--- src/phy_mac_pkg.sv ---
/*
  Shared constants, mode type and lane helpers for the MAC data link.
  Assumes one 100 MHz system clock. Every link clock is derived from it.
*/
package phy_mac_pkg;

  typedef enum logic [1:0] {
    MODE_MII    = 2'b00,
    MODE_RMII   = 2'b01,
    MODE_SERIAL = 2'b10
  } mode_t;

  localparam int CLK_PERIOD_NS   = 10;
  // Link clock periods
  localparam int PERIOD_25M_NS   = 40;
  localparam int PERIOD_2M5_NS   = 400;
  localparam int PERIOD_10M_NS   = 100;
  localparam int HALF_25M_CYC    = PERIOD_25M_NS / (2 * CLK_PERIOD_NS);
  localparam int HALF_2M5_CYC    = PERIOD_2M5_NS / (2 * CLK_PERIOD_NS);
  localparam int HALF_10M_CYC    = PERIOD_10M_NS / (2 * CLK_PERIOD_NS);
  localparam int DIV_W           = 5;

  // Heartbeat pulse; approximate, so rounded down
  localparam int HEARTBEAT_NS    = 1000;
  localparam int HEARTBEAT_CYC   = HEARTBEAT_NS / CLK_PERIOD_NS;
  localparam int HB_W            = 7;

  localparam int NIBBLE_W        = 4;
  localparam int TX_FIFO_DEPTH   = 16;
  localparam logic [3:0] CORRUPT_NIBBLE = 4'h5;
  localparam mode_t      MODE_RESET     = MODE_MII;

  // Beats per nibble minus one
  function automatic logic [1:0] lane_last(input mode_t m);
    case (m)
      MODE_RMII:   lane_last = 2'h1;
      MODE_SERIAL: lane_last = 2'h3;
      default:     lane_last = 2'h0;
    endcase
  endfunction

  // Bits of a nibble that appear on the data pins
  function automatic logic [3:0] lane_slice(input mode_t m, input logic [3:0] n);
    case (m)
      MODE_RMII:   lane_slice = {2'h0, n[1:0]};
      MODE_SERIAL: lane_slice = {3'h0, n[0]};
      default:     lane_slice = n;
    endcase
  endfunction

  // Drop the bits already sent
  function automatic logic [3:0] lane_shift(input mode_t m, input logic [3:0] n);
    case (m)
      MODE_RMII:   lane_shift = {2'h0, n[3:2]};
      MODE_SERIAL: lane_shift = {1'h0, n[3:1]};
      default:     lane_shift = 4'h0;
    endcase
  endfunction

  // Collect pin bits, low bits first, into a nibble
  function automatic logic [3:0] lane_merge(input mode_t m, input logic [3:0] sh,
                                            input logic [3:0] d);
    case (m)
      MODE_RMII:   lane_merge = {d[1:0], sh[3:2]};
      MODE_SERIAL: lane_merge = {d[0], sh[3:1]};
      default:     lane_merge = d;
    endcase
  endfunction

endpackage

--- src/phy_mac_link.sv ---
/*
  Pin-level carrier between the transceiver end and the MAC end.
  All signals are single-driver and sampled on the common system clock.
*/
`timescale 1ns/1ps
interface phy_mac_link;
  logic       tx_clk;
  logic       rx_clk;
  logic       ref_clk;
  logic       tx_en;
  logic [3:0] txd;
  logic       rx_dv;
  logic       rx_er;
  logic [3:0] rxd;
  logic       crs;
  logic       col;

  modport phy (
    input  ref_clk, tx_en, txd,
    output tx_clk, rx_clk, rx_dv, rx_er, rxd, crs, col
  );

  modport mac (
    input  tx_clk, rx_clk, rx_dv, rx_er, rxd, crs, col,
    output ref_clk, tx_en, txd
  );
endinterface

--- src/phy_mac_side_data_interface.sv ---
/*
  Transceiver end of the MAC data interface: MII, RMII and serial 10 Mb/s.
  Assumes the MAC end drives the 50 MHz reference as a level toggling on the
  system clock, and a line side that supplies receive nibbles and drains the
  transmit FIFO. Recovered receive clock is modelled by the local divider.
*/
// Contract
// - MII tx clock 25 or 2.5 MHz
// - RMII clocks unused, reference times both
// - Serial mode tx clock 10 MHz
// - MAC drives serial transmit on tx clock
// - MAC holds enable high during valid data
// - Sample tx data on mode's clock
// - MII rx clock 25 or 2.5 MHz
// - Serial mode rx clock 10 MHz
// - MII rx nibble valid with data valid
// - Data valid strap defaults MII; serial unused
// - RMII data valid independent of carrier
// - MII 100M receive error on bad symbol
// - RMII 100M receive error while valid
// - Corrupt data on error; serial error unused
// - RMII two rx bits on reference
// - Serial rx bit framed by carrier
// - Carrier sense high while medium busy
// - RMII carrier and valid merged on crs
// - Half duplex collision on simultaneous activity
// - 10M heartbeat collision about 1 us
// - Full duplex collision held low
// - RMII MAC derives collision itself
`timescale 1ns/1ps
module phy_mac_side_data_interface (
  input  wire logic            clock_in,
  input  wire logic            rst_n_in,
  input  wire logic            strap_rmii_in,
  input  wire logic            strap_serial_in,
  input  wire logic            speed_100_in,
  input  wire logic            full_duplex_in,
  input  wire logic            heartbeat_en_in,
  input  wire logic            line_carrier_in,
  input  wire logic            line_rx_valid_in,
  input  wire logic [3:0]      line_rx_data_in,
  input  wire logic            line_rx_error_in,
  output logic                 line_rx_ready_out,
  output logic                 line_tx_valid_out,
  output logic [3:0]           line_tx_data_out,
  input  wire logic            line_tx_ready_in,
  output logic                 line_tx_active_out,
  output logic                 tx_overflow_out,
  output phy_mac_pkg::mode_t   mode_out,
  phy_mac_link.phy             link
);
  import phy_mac_pkg::*;

  mode_t            mode;
  logic             strap_taken;
  logic             is_rmii;
  logic             slow_10m;
  logic [DIV_W-1:0] half_cyc;
  logic [DIV_W-1:0] div_cnt;
  logic             link_clk;
  logic             clk_rise;
  logic             ref_q;
  logic             beat;
  logic [3:0]       tx_sh;
  logic [1:0]       tx_idx;
  logic [3:0]       next_tx_sh;
  logic             tx_push;
  logic             fifo_ready;
  logic             tx_en_q;
  logic [3:0]       rx_cur;
  logic [1:0]       rx_idx;
  logic [3:0]       rx_nib;
  logic             rx_dv;
  logic             rx_err;
  logic [3:0]       rxd;
  logic             crs;
  logic             col;
  logic [HB_W-1:0]  hb_cnt;

  // strap capture
  // Straps are caught one edge after release, never inside the reset branch
  always_ff @(posedge clock_in or negedge rst_n_in) begin
    if (!rst_n_in) begin
      mode        <= MODE_RESET;
      strap_taken <= 1'b0;
    end else if (!strap_taken) begin
      strap_taken <= 1'b1;
      if (strap_serial_in) begin
        mode <= MODE_SERIAL;
      end else if (strap_rmii_in) begin
        mode <= MODE_RMII;
      end else begin
        mode <= MODE_MII;
      end
    end
  end

  assign is_rmii  = mode == MODE_RMII;
  assign slow_10m = (mode == MODE_SERIAL) || !speed_100_in;
  assign mode_out = mode;

  always_comb begin
    if (mode == MODE_SERIAL) begin
      half_cyc = DIV_W'(HALF_10M_CYC);
    end else if (speed_100_in) begin
      half_cyc = DIV_W'(HALF_25M_CYC);
    end else begin
      half_cyc = DIV_W'(HALF_2M5_CYC);
    end
  end

  always_ff @(posedge clock_in or negedge rst_n_in) begin
    if (!rst_n_in) begin
      div_cnt  <= '0;
      link_clk <= 1'b0;
    end else if (is_rmii || !strap_taken) begin
      div_cnt  <= '0;
      link_clk <= 1'b0;
    end else if (div_cnt >= half_cyc - 1'b1) begin
      div_cnt  <= '0;
      link_clk <= ~link_clk;
    end else begin
      div_cnt  <= div_cnt + 1'b1;
    end
  end

  // MII and serial rx clock
  // No line recovery here, so rx and tx clocks are one waveform
  assign link.tx_clk = link_clk;
  assign link.rx_clk = link_clk;

  assign clk_rise = !is_rmii && strap_taken && !link_clk && (div_cnt >= half_cyc - 1'b1);

  always_ff @(posedge clock_in or negedge rst_n_in) begin
    if (!rst_n_in) begin
      ref_q <= 1'b0;
    end else begin
      ref_q <= link.ref_clk;
    end
  end

  assign beat = is_rmii ? (link.ref_clk && !ref_q) : clk_rise;

  assign next_tx_sh = lane_merge(mode, tx_sh, link.txd);
  assign tx_push    = beat && link.tx_en && (tx_idx == lane_last(mode));

  // tx pin bits sampled on mode's clock, reference rise in RMII
  always_ff @(posedge clock_in or negedge rst_n_in) begin
    if (!rst_n_in) begin
      tx_sh  <= 4'h0;
      tx_idx <= 2'h0;
    end else if (beat) begin
      if (!link.tx_en) begin
        tx_idx <= 2'h0;
      end else begin
        tx_sh  <= next_tx_sh;
        tx_idx <= (tx_idx == lane_last(mode)) ? 2'h0 : tx_idx + 1'b1;
      end
    end
  end

  sync_fifo #(
    .WIDTH (NIBBLE_W),
    .DEPTH (TX_FIFO_DEPTH)
  ) u_tx_fifo (
    .clock_in      (clock_in),
    .rst_n_in      (rst_n_in),
    .in_valid_in   (tx_push),
    .in_data_in    (next_tx_sh),
    .in_ready_out  (fifo_ready),
    .out_valid_out (line_tx_valid_out),
    .out_data_out  (line_tx_data_out),
    .out_ready_in  (line_tx_ready_in)
  );

  // The MAC cannot be stalled, so a full FIFO drops the nibble and says so
  always_ff @(posedge clock_in or negedge rst_n_in) begin
    if (!rst_n_in) begin
      tx_overflow_out <= 1'b0;
      tx_en_q         <= 1'b0;
    end else begin
      tx_overflow_out <= tx_push && !fifo_ready;
      tx_en_q         <= link.tx_en;
    end
  end

  assign line_tx_active_out = tx_en_q;

  // Receive side asks for a nibble at each nibble boundary
  assign line_rx_ready_out = beat && (rx_idx == 2'h0);
  assign rx_nib = line_rx_error_in ? CORRUPT_NIBBLE : line_rx_data_in;

  always_ff @(posedge clock_in or negedge rst_n_in) begin
    if (!rst_n_in) begin
      rx_cur <= 4'h0;
      rx_idx <= 2'h0;
      rx_dv  <= 1'b0;
      rx_err <= 1'b0;
      rxd    <= 4'h0;
    end else if (beat) begin
      if (rx_idx != 2'h0) begin
        rx_cur <= lane_shift(mode, rx_cur);
        rxd    <= lane_slice(mode, lane_shift(mode, rx_cur));
        rx_idx <= rx_idx - 1'b1;
      end else if (line_rx_valid_in) begin
        rx_cur <= rx_nib;
        rxd    <= lane_slice(mode, rx_nib);
        rx_idx <= lane_last(mode);
        rx_dv  <= 1'b1;
        rx_err <= line_rx_error_in && speed_100_in && (mode != MODE_SERIAL);
      end else begin
        rxd    <= 4'h0;
        rx_dv  <= 1'b0;
        rx_err <= 1'b0;
      end
    end
  end

  assign link.rx_dv = (mode == MODE_SERIAL) ? 1'b0 : rx_dv;
  assign link.rx_er = (mode == MODE_SERIAL) ? 1'b0 : (rx_err && rx_dv);
  assign link.rxd   = rxd;

  always_ff @(posedge clock_in or negedge rst_n_in) begin
    if (!rst_n_in) begin
      crs <= 1'b0;
    end else begin
      crs <= line_carrier_in || rx_dv;
    end
  end

  assign link.crs = crs;

  always_ff @(posedge clock_in or negedge rst_n_in) begin
    if (!rst_n_in) begin
      hb_cnt <= '0;
    end else if (tx_en_q && !link.tx_en && slow_10m && !full_duplex_in
                 && heartbeat_en_in && !is_rmii) begin
      hb_cnt <= HB_W'(HEARTBEAT_CYC);
    end else if (hb_cnt != '0) begin
      hb_cnt <= hb_cnt - 1'b1;
    end
  end

  always_ff @(posedge clock_in or negedge rst_n_in) begin
    if (!rst_n_in) begin
      col <= 1'b0;
    end else if (full_duplex_in || is_rmii) begin
      col <= 1'b0;
    end else begin
      col <= (link.tx_en && line_carrier_in) || (hb_cnt != '0);
    end
  end

  assign link.col = col;
endmodule

--- src/sync_fifo.sv ---
/*
  Synchronous FIFO with valid/ready on both sides.
  Assumes one clock; DEPTH is a power of two.
*/
`timescale 1ns/1ps
module sync_fifo #(
  parameter int WIDTH = 4,
  parameter int DEPTH = 16
) (
  input  wire logic             clock_in,
  input  wire logic             rst_n_in,
  input  wire logic             in_valid_in,
  input  wire logic [WIDTH-1:0] in_data_in,
  output logic                  in_ready_out,
  output logic                  out_valid_out,
  output logic      [WIDTH-1:0] out_data_out,
  input  wire logic             out_ready_in
);
  localparam int AW = $clog2(DEPTH);

  logic [WIDTH-1:0] mem [DEPTH];
  logic [AW:0]      wr_ptr;
  logic [AW:0]      rd_ptr;
  logic             push;
  logic             pop;

  assign in_ready_out  = (wr_ptr - rd_ptr) != (AW+1)'(DEPTH);
  assign out_valid_out = wr_ptr != rd_ptr;
  assign out_data_out  = mem[rd_ptr[AW-1:0]];
  assign push          = in_valid_in && in_ready_out;
  assign pop           = out_valid_out && out_ready_in;

  always_ff @(posedge clock_in) begin
    if (push) begin
      mem[wr_ptr[AW-1:0]] <= in_data_in;
    end
  end

  always_ff @(posedge clock_in or negedge rst_n_in) begin
    if (!rst_n_in) begin
      wr_ptr <= '0;
      rd_ptr <= '0;
    end else begin
      if (push) begin
        wr_ptr <= wr_ptr + 1'b1;
      end
      if (pop) begin
        rd_ptr <= rd_ptr + 1'b1;
      end
    end
  end
endmodule

--- src/flat_wrapper.sv ---
// flat-port wrapper written by rule: the top's interface ports become plain ports
module phy_mac_side_data_interface_flat import phy_mac_pkg::*;
  (clock_in, rst_n_in, strap_rmii_in, strap_serial_in, speed_100_in, full_duplex_in, heartbeat_en_in, line_carrier_in, line_rx_valid_in, line_rx_data_in, line_rx_error_in, line_rx_ready_out, line_tx_valid_out, line_tx_data_out, line_tx_ready_in, line_tx_active_out, tx_overflow_out, mode_out, link_ref_clk, link_tx_en, link_txd, link_tx_clk, link_rx_clk, link_rx_dv, link_rx_er, link_rxd, link_crs, link_col);
  phy_mac_link link_i ();
  input  wire logic clock_in;
  input  wire logic rst_n_in;
  input  wire logic strap_rmii_in;
  input  wire logic strap_serial_in;
  input  wire logic speed_100_in;
  input  wire logic full_duplex_in;
  input  wire logic heartbeat_en_in;
  input  wire logic line_carrier_in;
  input  wire logic line_rx_valid_in;
  input  wire logic [3:0] line_rx_data_in;
  input  wire logic line_rx_error_in;
  output logic line_rx_ready_out;
  output logic line_tx_valid_out;
  output logic [3:0] line_tx_data_out;
  input  wire logic line_tx_ready_in;
  output logic line_tx_active_out;
  output logic tx_overflow_out;
  output phy_mac_pkg::mode_t mode_out;
  input wire logic [$bits(link_i.ref_clk)-1:0] link_ref_clk;
  input wire logic [$bits(link_i.tx_en)-1:0] link_tx_en;
  input wire logic [$bits(link_i.txd)-1:0] link_txd;
  output wire logic [$bits(link_i.tx_clk)-1:0] link_tx_clk;
  output wire logic [$bits(link_i.rx_clk)-1:0] link_rx_clk;
  output wire logic [$bits(link_i.rx_dv)-1:0] link_rx_dv;
  output wire logic [$bits(link_i.rx_er)-1:0] link_rx_er;
  output wire logic [$bits(link_i.rxd)-1:0] link_rxd;
  output wire logic [$bits(link_i.crs)-1:0] link_crs;
  output wire logic [$bits(link_i.col)-1:0] link_col;
  assign link_i.ref_clk = link_ref_clk;
  assign link_i.tx_en = link_tx_en;
  assign link_i.txd = link_txd;
  assign link_tx_clk = link_i.tx_clk;
  assign link_rx_clk = link_i.rx_clk;
  assign link_rx_dv = link_i.rx_dv;
  assign link_rx_er = link_i.rx_er;
  assign link_rxd = link_i.rxd;
  assign link_crs = link_i.crs;
  assign link_col = link_i.col;
  phy_mac_side_data_interface u_core (.clock_in(clock_in), .rst_n_in(rst_n_in), .strap_rmii_in(strap_rmii_in), .strap_serial_in(strap_serial_in), .speed_100_in(speed_100_in), .full_duplex_in(full_duplex_in), .heartbeat_en_in(heartbeat_en_in), .line_carrier_in(line_carrier_in), .line_rx_valid_in(line_rx_valid_in), .line_rx_data_in(line_rx_data_in), .line_rx_error_in(line_rx_error_in), .line_rx_ready_out(line_rx_ready_out), .line_tx_valid_out(line_tx_valid_out), .line_tx_data_out(line_tx_data_out), .line_tx_ready_in(line_tx_ready_in), .line_tx_active_out(line_tx_active_out), .tx_overflow_out(tx_overflow_out), .mode_out(mode_out), .link(link_i));
endmodule
--- config.mk ---
export PLATFORM = sky130hd
export DESIGN_NAME = phy_mac_side_data_interface_flat
export DESIGN_NICKNAME = d
export VERILOG_FILES = /design/src/phy_mac_pkg.sv /design/src/phy_mac_link.sv /design/src/phy_mac_side_data_interface.sv /design/src/sync_fifo.sv /design/src/flat_wrapper.sv
export SDC_FILE = /design/constraint.sdc
export NUM_CORES = 1
export LEC_CHECK = 0
export BUFFER_PORTS_ARGS = -buffer_cell sky130_fd_sc_hd__buf_2
export CORE_AREA = 2 2 96 107
export DETAILED_ROUTE_END_ITERATION = 8
export DIE_AREA = 0 0 98 109
export GPL_TIMING_DRIVEN = 1
export PLACE_DENSITY = 0.81
export SETUP_SLACK_MARGIN = 0.05
export SLEW_MARGIN = 20
export SYNTH_ARGS = -nofsm -noshare
export SYNTH_HDL_FRONTEND = slang
export SYNTH_SLANG_ARGS = --single-unit
export TNS_END_PERCENT = 100
--- constraint.sdc ---
create_clock -name clock_in -period 3.5 [get_ports clock_in]
set_input_delay 0.175 -clock clock_in [delete_from_list [all_inputs] [get_ports clock_in]]
set_output_delay 0.175 -clock clock_in [all_outputs]
set_load 0.01 [all_outputs]
======== After elaboration in Yosys (flattened, before gate mapping) ========
Memories as Yosys holds them, arrays and structs flattened.
Index checks and enable logic that the tools add are counted.
cells by class
  equal/unequal tests ..................... 7
  add/sub/neg operators ................... 8
  order comparisons ....................... 1
  bitwise operators ....................... 2
  multiplexer cells ....................... 34
  reduce and logical (&&, ||, !) cells .... 41
operator list
  cell                                               count
  2-to-1 mux 4 bit                                   5
  2-to-1 mux 5 bit                                   4
  logical AND 1 bit                                  19
  one-hot mux 4 bit (2 select lines)                 2
  adder 5 x 1 -> 5 bit (second input constant)       3
  2-to-1 mux 2 bit                                   7
  2-to-1 mux 7 bit                                   2
  one-hot mux 3 bit (2 select lines)                 2
  2-to-1 mux 1 bit                                   11
  logical NOT 1 bit                                  8
  nonzero test 2 bit                                 4
  nonzero test 7 bit                                 1
  subtractor 7 x 1 -> 7 bit (second input constant)  1
  AND reduction 2 bit                                3
  greater-or-equal comparator 5 bit                  1
  logical OR 1 bit                                   5
  != test 5 bit                                      1
  != test 5 bit (second input constant)              1
  subtractor 5 x 1 -> 5 bit (second input constant)  1
  subtractor 5 bit                                   1
  == test 2 bit                                      2
  one-hot mux 2 bit (2 select lines)                 1
  adder 2 x 1 -> 2 bit (second input constant)       1
  == test 2 x 1 -> 1 bit (second input constant)     1
  5 further kinds                                    6
word-level totals
  logic and storage cells ................. 113
  register bits ........................... 49
  RAM bits ................................ 64
  memories ................................ 1
memory list
  name                  depth  bits a word  rd ports  clocked after memory_dff  wr ports  line             RTL
  u_core.u_tx_fifo.mem  16     4            1         0                         1         sync_fifo.sv:21  logic [WIDTH-1:0] mem [DEPTH];

======== Depth between registers and ports, before layout ========
  depth in word-level cells ............... 11
  mapped depth ............................ 12
  depth with buffers taken out ............ 10

======== Modules after synthesis ========
A second synthesis with hierarchy kept.
unflattened totals
  cells, all modules ...................... 400
  area total of the unflattened synthesis .. 5,317.6 um2
by module, submodules not included
  module                       area each (um2)  instances  sequential area each (um2)  cells an instance
  sync_fifo                    3,368.2          1          2,172.1                     201
  phy_mac_side_data_interface  1,949.4          1          925.9                       199

======== Least setup slack after synthesis ========
Ideal clock, no wire load.
  path kind ............................... register -> register
  start point ............................. register u_core.mode[0] (netlist: u_core.mode_out[0])
  end point ............................... memory u_core.u_tx_fifo.mem[0][0] (enable)
  setup slack ............................. 161 ps
  period minus slack after synthesis ...... 3,339 ps
  arrival ................................. 2,962 ps
  stages on the path, launching flop included .. 12
  data required time ...................... 3,123 ps
  path buffers ............................ 2
  path through ............................ dfrtp_1 -> inv_1 -> ha_1 -> clkbuf_1 -> or2_2 -> ha_1 -> a21oi_1 -> o32ai_1 -> a31oi_1 -> or3_1 -> buf_2 -> nor4_1
on the way
  longest elaborated chain between the ends .. 11
  elaborated cells between the ends (all ways) .. 17
  classes of those cells .................. add/sub: 1; order compare: 1; eq/ne: 3; mux: 5; reduce/logical: 7
ends and longest elaborated chain
  what                                                                           line                                                                                      RTL
  start, declared                                                                phy_mac_side_data_interface.sv:54                                                         mode_t mode;
  start signal, assigned                                                         phy_mac_side_data_interface.sv:84                                                         mode <= MODE_RESET;
  start signal, assigned                                                         phy_mac_side_data_interface.sv:89                                                         mode <= MODE_SERIAL;
  start signal, assigned                                                         phy_mac_side_data_interface.sv:91                                                         mode <= MODE_RMII;
  == test 2 bit / == test 2 x 1 -> 1 bit (equally long branches)                 phy_mac_pkg.sv:35, phy_mac_side_data_interface.sv:103, phy_mac_side_data_interface.sv:98
  2-to-1 mux 5 bit / logical NOT 1 bit (equally long branches)                   phy_mac_side_data_interface.sv:103, phy_mac_side_data_interface.sv:132
  subtractor 5 x 1 -> 5 bit / logical AND 1 bit (equally long branches)          phy_mac_side_data_interface.sv:132                                                        assign clk_rise = !is_rmii && strap_taken && !link_clk && (div_cnt >= half_cyc - 1'b1);
  greater-or-equal comparator 5 bit / logical AND 1 bit (equally long branches)  phy_mac_side_data_interface.sv:132
  logical AND 1 bit                                                              phy_mac_side_data_interface.sv:132
  2-to-1 mux 1 bit                                                               phy_mac_side_data_interface.sv:142                                                        assign beat = is_rmii ? (link.ref_clk && !ref_q) : clk_rise;
  logical AND 1 bit                                                              phy_mac_side_data_interface.sv:145                                                        assign tx_push = beat && link.tx_en && (tx_idx == lane_last(mode));
  logical AND 1 bit *                                                            phy_mac_side_data_interface.sv:145
  logical AND 1 bit *                                                            sync_fifo.sv:30                                                                           assign push = in_valid_in && in_ready_out;
  2-to-1 mux 1 bit *                                                             sync_fifo.sv:34                                                                           if (push) begin
  2-to-1 mux 1 bit (not written as such) *                                       sync_fifo.sv:35                                                                           mem[wr_ptr[AW-1:0]] <= in_data_in;
  end, declared                                                                  sync_fifo.sv:21
Mark *: on every way between the ends. The rest lies on a longest branch, timed or not.

======== Worst setup path in the final report ========
  start point ............................. register u_core.mode[0] (netlist: u_core.mode_out[0])
  end point ............................... memory u_core.u_tx_fifo.mem[2][0] (enable)
Same word-level chain as after synthesis.

==> out/qor.yml <==
yosys:
  synth-seq-cells: 111
  synthCells: 373
  async_reset_ff_share_pct: 42.3
  synthTopCellsByArea: "edfxtp_1 (38%), dfrtp_1 (23%), mux4_2 (8.8%)"
  synthDistinctLibCells: 47
  syn_avg_cell_area_um2: 13.7
  yosys_most_used_dff: "edfxtp_1"
  yosysTopAreaCell: "edfxtp_1"
  synth_common_cells: "edfxtp_1 (64), dfrtp_1 (47), nand2_1 (32), nor2_1 (23), mux4_2 (20)"
  synth_seq_area_share_pct: 60.8
  yosysWarnings: 0
  synth_edf_count: 64
  synth_area_um2: 5100
  yosys.area.top_type_share_pct: 37.7
  yosysMostFrequentCell: "edfxtp_1"
worst_hold_path:
  whs_path_depth: 2
  hold_class: "in -> reg"
sta:
  worstMarginPinSlew_ps: 1050
  max_freq_ghz: 0.312
  period_share_pct: 91.6
  fin_setup_tns_ps: 0
  rsz0062_at_grt: "true"
  max_slew_margin_pct: 29.6
  setup_viol: 0
  finalHoldViolCount: 0
  fin_ws_ps: 295
  min_period_ps: 3200
  clock_skew_ps: 7.50
  slew_violations: 0
route:
  first_iter_violations: 207
  wl_per_cell_um: 17.2
  drtPass1Iterations: 4
  ant_nets: 0
  remaining_drc_errors: 0
  drt_wl_total_um: 9440
  vias: 3089
  via_per_inst: 5.63
cts:
  clock_path_buffers: 2
  h-tree-depth: 3
  post_cts_buffers: 0
  clock_latency_ps: 360
  root_buffer: "clkbuf_8"
  clkTransAtPathRegs_ps: 90
  cts_tree: "yes"
  clkSinkCount: 111
  cts_buffers: 9
power_and_ir_drop:
  p_leak_uw: 0.00226
  p_per_area_nw_per_um2: 689
  peakVddDrop_mv: 0.314
setup_path:
  cp_max_fo: 7
  worst_path_max_delay_cell: "or3_1"
  critPathBufInv: 1
  slowest_delay_ps: 540
  path_class: "reg -> reg"
  crit_chain: "inv_1 -> ha_1 -> or2_2 -> ha_1 -> a21oi_1 -> o32ai_1 -> a31oi_2 -> or3_1 -> nor3_1"
  worst-r2r-setup-slack_ps: 300
  endpoint_kind: "flop"
  worstSetupPathDepth: 9
  critPathMostFrequentCell: "ha_1"
  path_delay_family: "simple AND/OR/NAND/NOR gates"
  critPathLaunchType: "flop"
  worstPathArrival_ps: 3200
  cp.required_ps: 3500
  r2r.worst_path.cells: 9
final_layout:
  finish.net_count: 464
  insertedDiodeCount: 0
  layout-drive-gt1-share_pct: 24.0
  layout.core_utilization_pct: 59.2
  area_growth_pct: 12.2
floorplanning:
  die_area_um2: 10700
  floorplan.initialDensity_pct: 52.8
  chipHeight_um: 109
  row_count: 38
  die_w_um: 98
  ios: 41
  core_area_um2: 9650
flow_run:
  cap_violations: 0
run_status:
  run_status: "finished, final reports clean"
grt:
  first_global_vias: 3229
  track_usage_pct: 19.1
  grt_antenna_before_repair: 0
  grt_overflow: 0
  grt_max_degree: 48
  grt_pass1_wl_um: 15800
place:
  port_buffers: 40
  detailed_place_hpwl_um: 6740
  place_congestion: 0.824
  pre_cts_slack_ps: 265
## path summary, 6_finish.rpt
path                                         endpoint                from
max reg2reg                u_core.u_tx_fifo.mem[2][0]  u_core.mode_out[0]
min reg2reg                          u_core.hb_cnt[6]    u_core.hb_cnt[6]
max                        u_core.u_tx_fifo.mem[2][0]  u_core.mode_out[0]
min in group asynchronous           u_core.div_cnt[1]            rst_n_in
max in group asynchronous             u_core.tx_sh[1]            rst_n_in
min                                   u_core.link.crs     line_carrier_in
## per-stage QoR
step           cells  area (um^2)  hold WS, ps  power [uW]
2_1_floorplan    374         5100         -121        2830
3_3_place_gp     529         5470          301        3160
4_1_cts          548         5690         10.6        3970
6_report         549         5720         24.2        3940
3_5_place_dp     529         5470          305        3230
5_1_grt          549         5720         1.50        4180
## sequential cells by signal (all words and copies together) (netlist names), 2 cells and up
register                 cells
u_core.mode_out              2
u_core.tx_idx                2
u_core.u_tx_fifo.wr_ptr      5
u_core.div_cnt               5
u_core.u_tx_fifo.mem        64
u_core.link.rxd              4
u_core.u_tx_fifo.rd_ptr      5
u_core.rx_idx                2
u_core.rx_cur                3
u_core.tx_sh                 3
u_core.hb_cnt                7
## layout make-up
type | instances | area [um^2]
sequential | 111 | 3100
clock buffer | 11 | 131
tap | 120 | 150
fill | 742 | 3940
clock inverter | 5 | 57.6
timing repair buffer | 56 | 333
inverter | 17 | 63.8
multi-input combinational | 229 | 1880
## placed cells by master (no fill, tap or decap), types with 4 or more instances in the layout
cell type | synthesis | layout
edfxtp_1 | 64 | 64
dfrtp_1 | 47 | 47
buf_2 | 4 | 39
nand2_1 | 32 | 32
nor2_1 | 23 | 23
mux4_2 | 20 | 20
ha_1 | 19 | 19
o21ai_0 | 18 | 18
inv_1 | 16 | 16
xnor2_1 | 13 | 13
buf_4 | 1 | 13
nor3_1 | 12 | 10
a21oi_1 | 9 | 9
clkbuf_8 | 0 | 9
mux2_2 | 7 | 7
nand2b_1 | 6 | 6
and2_1 | 6 | 6
xor2_1 | 6 | 6
a22oi_1 | 6 | 6
nor2b_1 | 5 | 5
nand3_1 | 4 | 4
nand4_1 | 4 | 4
dlygate4sd3_1 | 0 | 4
## repair_timing
item	4_1_cts	5_1_grt
hold endpoints to repair	3	47
gates resized for setup	0	2
hold buffers	3	1
setup endpoints to repair	0	12
## metal layers
layer / up-vias / part of all wire, % / track usage, %
li1: 1462 / - / -
met1: 1522 / 41 / 23.2
met2: 92 / 53 / 34.9
met3: 13 / 4.7 / 3.40
met4: 0 / 1.4 / 5.85
met5: - / 0 / 0
## cells by family after synthesis
group	after synthesis	synth area share (%)
fa+ha+maj	19	4.66
other cells	1	0.0736
simple gates	114	11.8
mux	28	10.6
flops	111	60.8
buf+inv	34	2.68
compound gates	46	5.70
xor+xnor	20	3.71
## worst reg2reg max path, stage by stage (launching register included)
cell	delay [ps]
dfrtp_1	410
inv_1	80
ha_1	210
or2_2	310
ha_1	300
a21oi_1	80
o32ai_1	290
a31oi_2	120
or3_1	550
nor3_1	520
## power breakdown
| group | internal (uW) | total (uW) | switching [uW] |
|---|---|---|---|
| Clock | 333 | 736 | 403 |
| Sequential | 1610 | 1790 | 177 |
| Combinational | 664 | 1410 | 750 |
No activity file was read; power rests on OpenSTA's default activity.
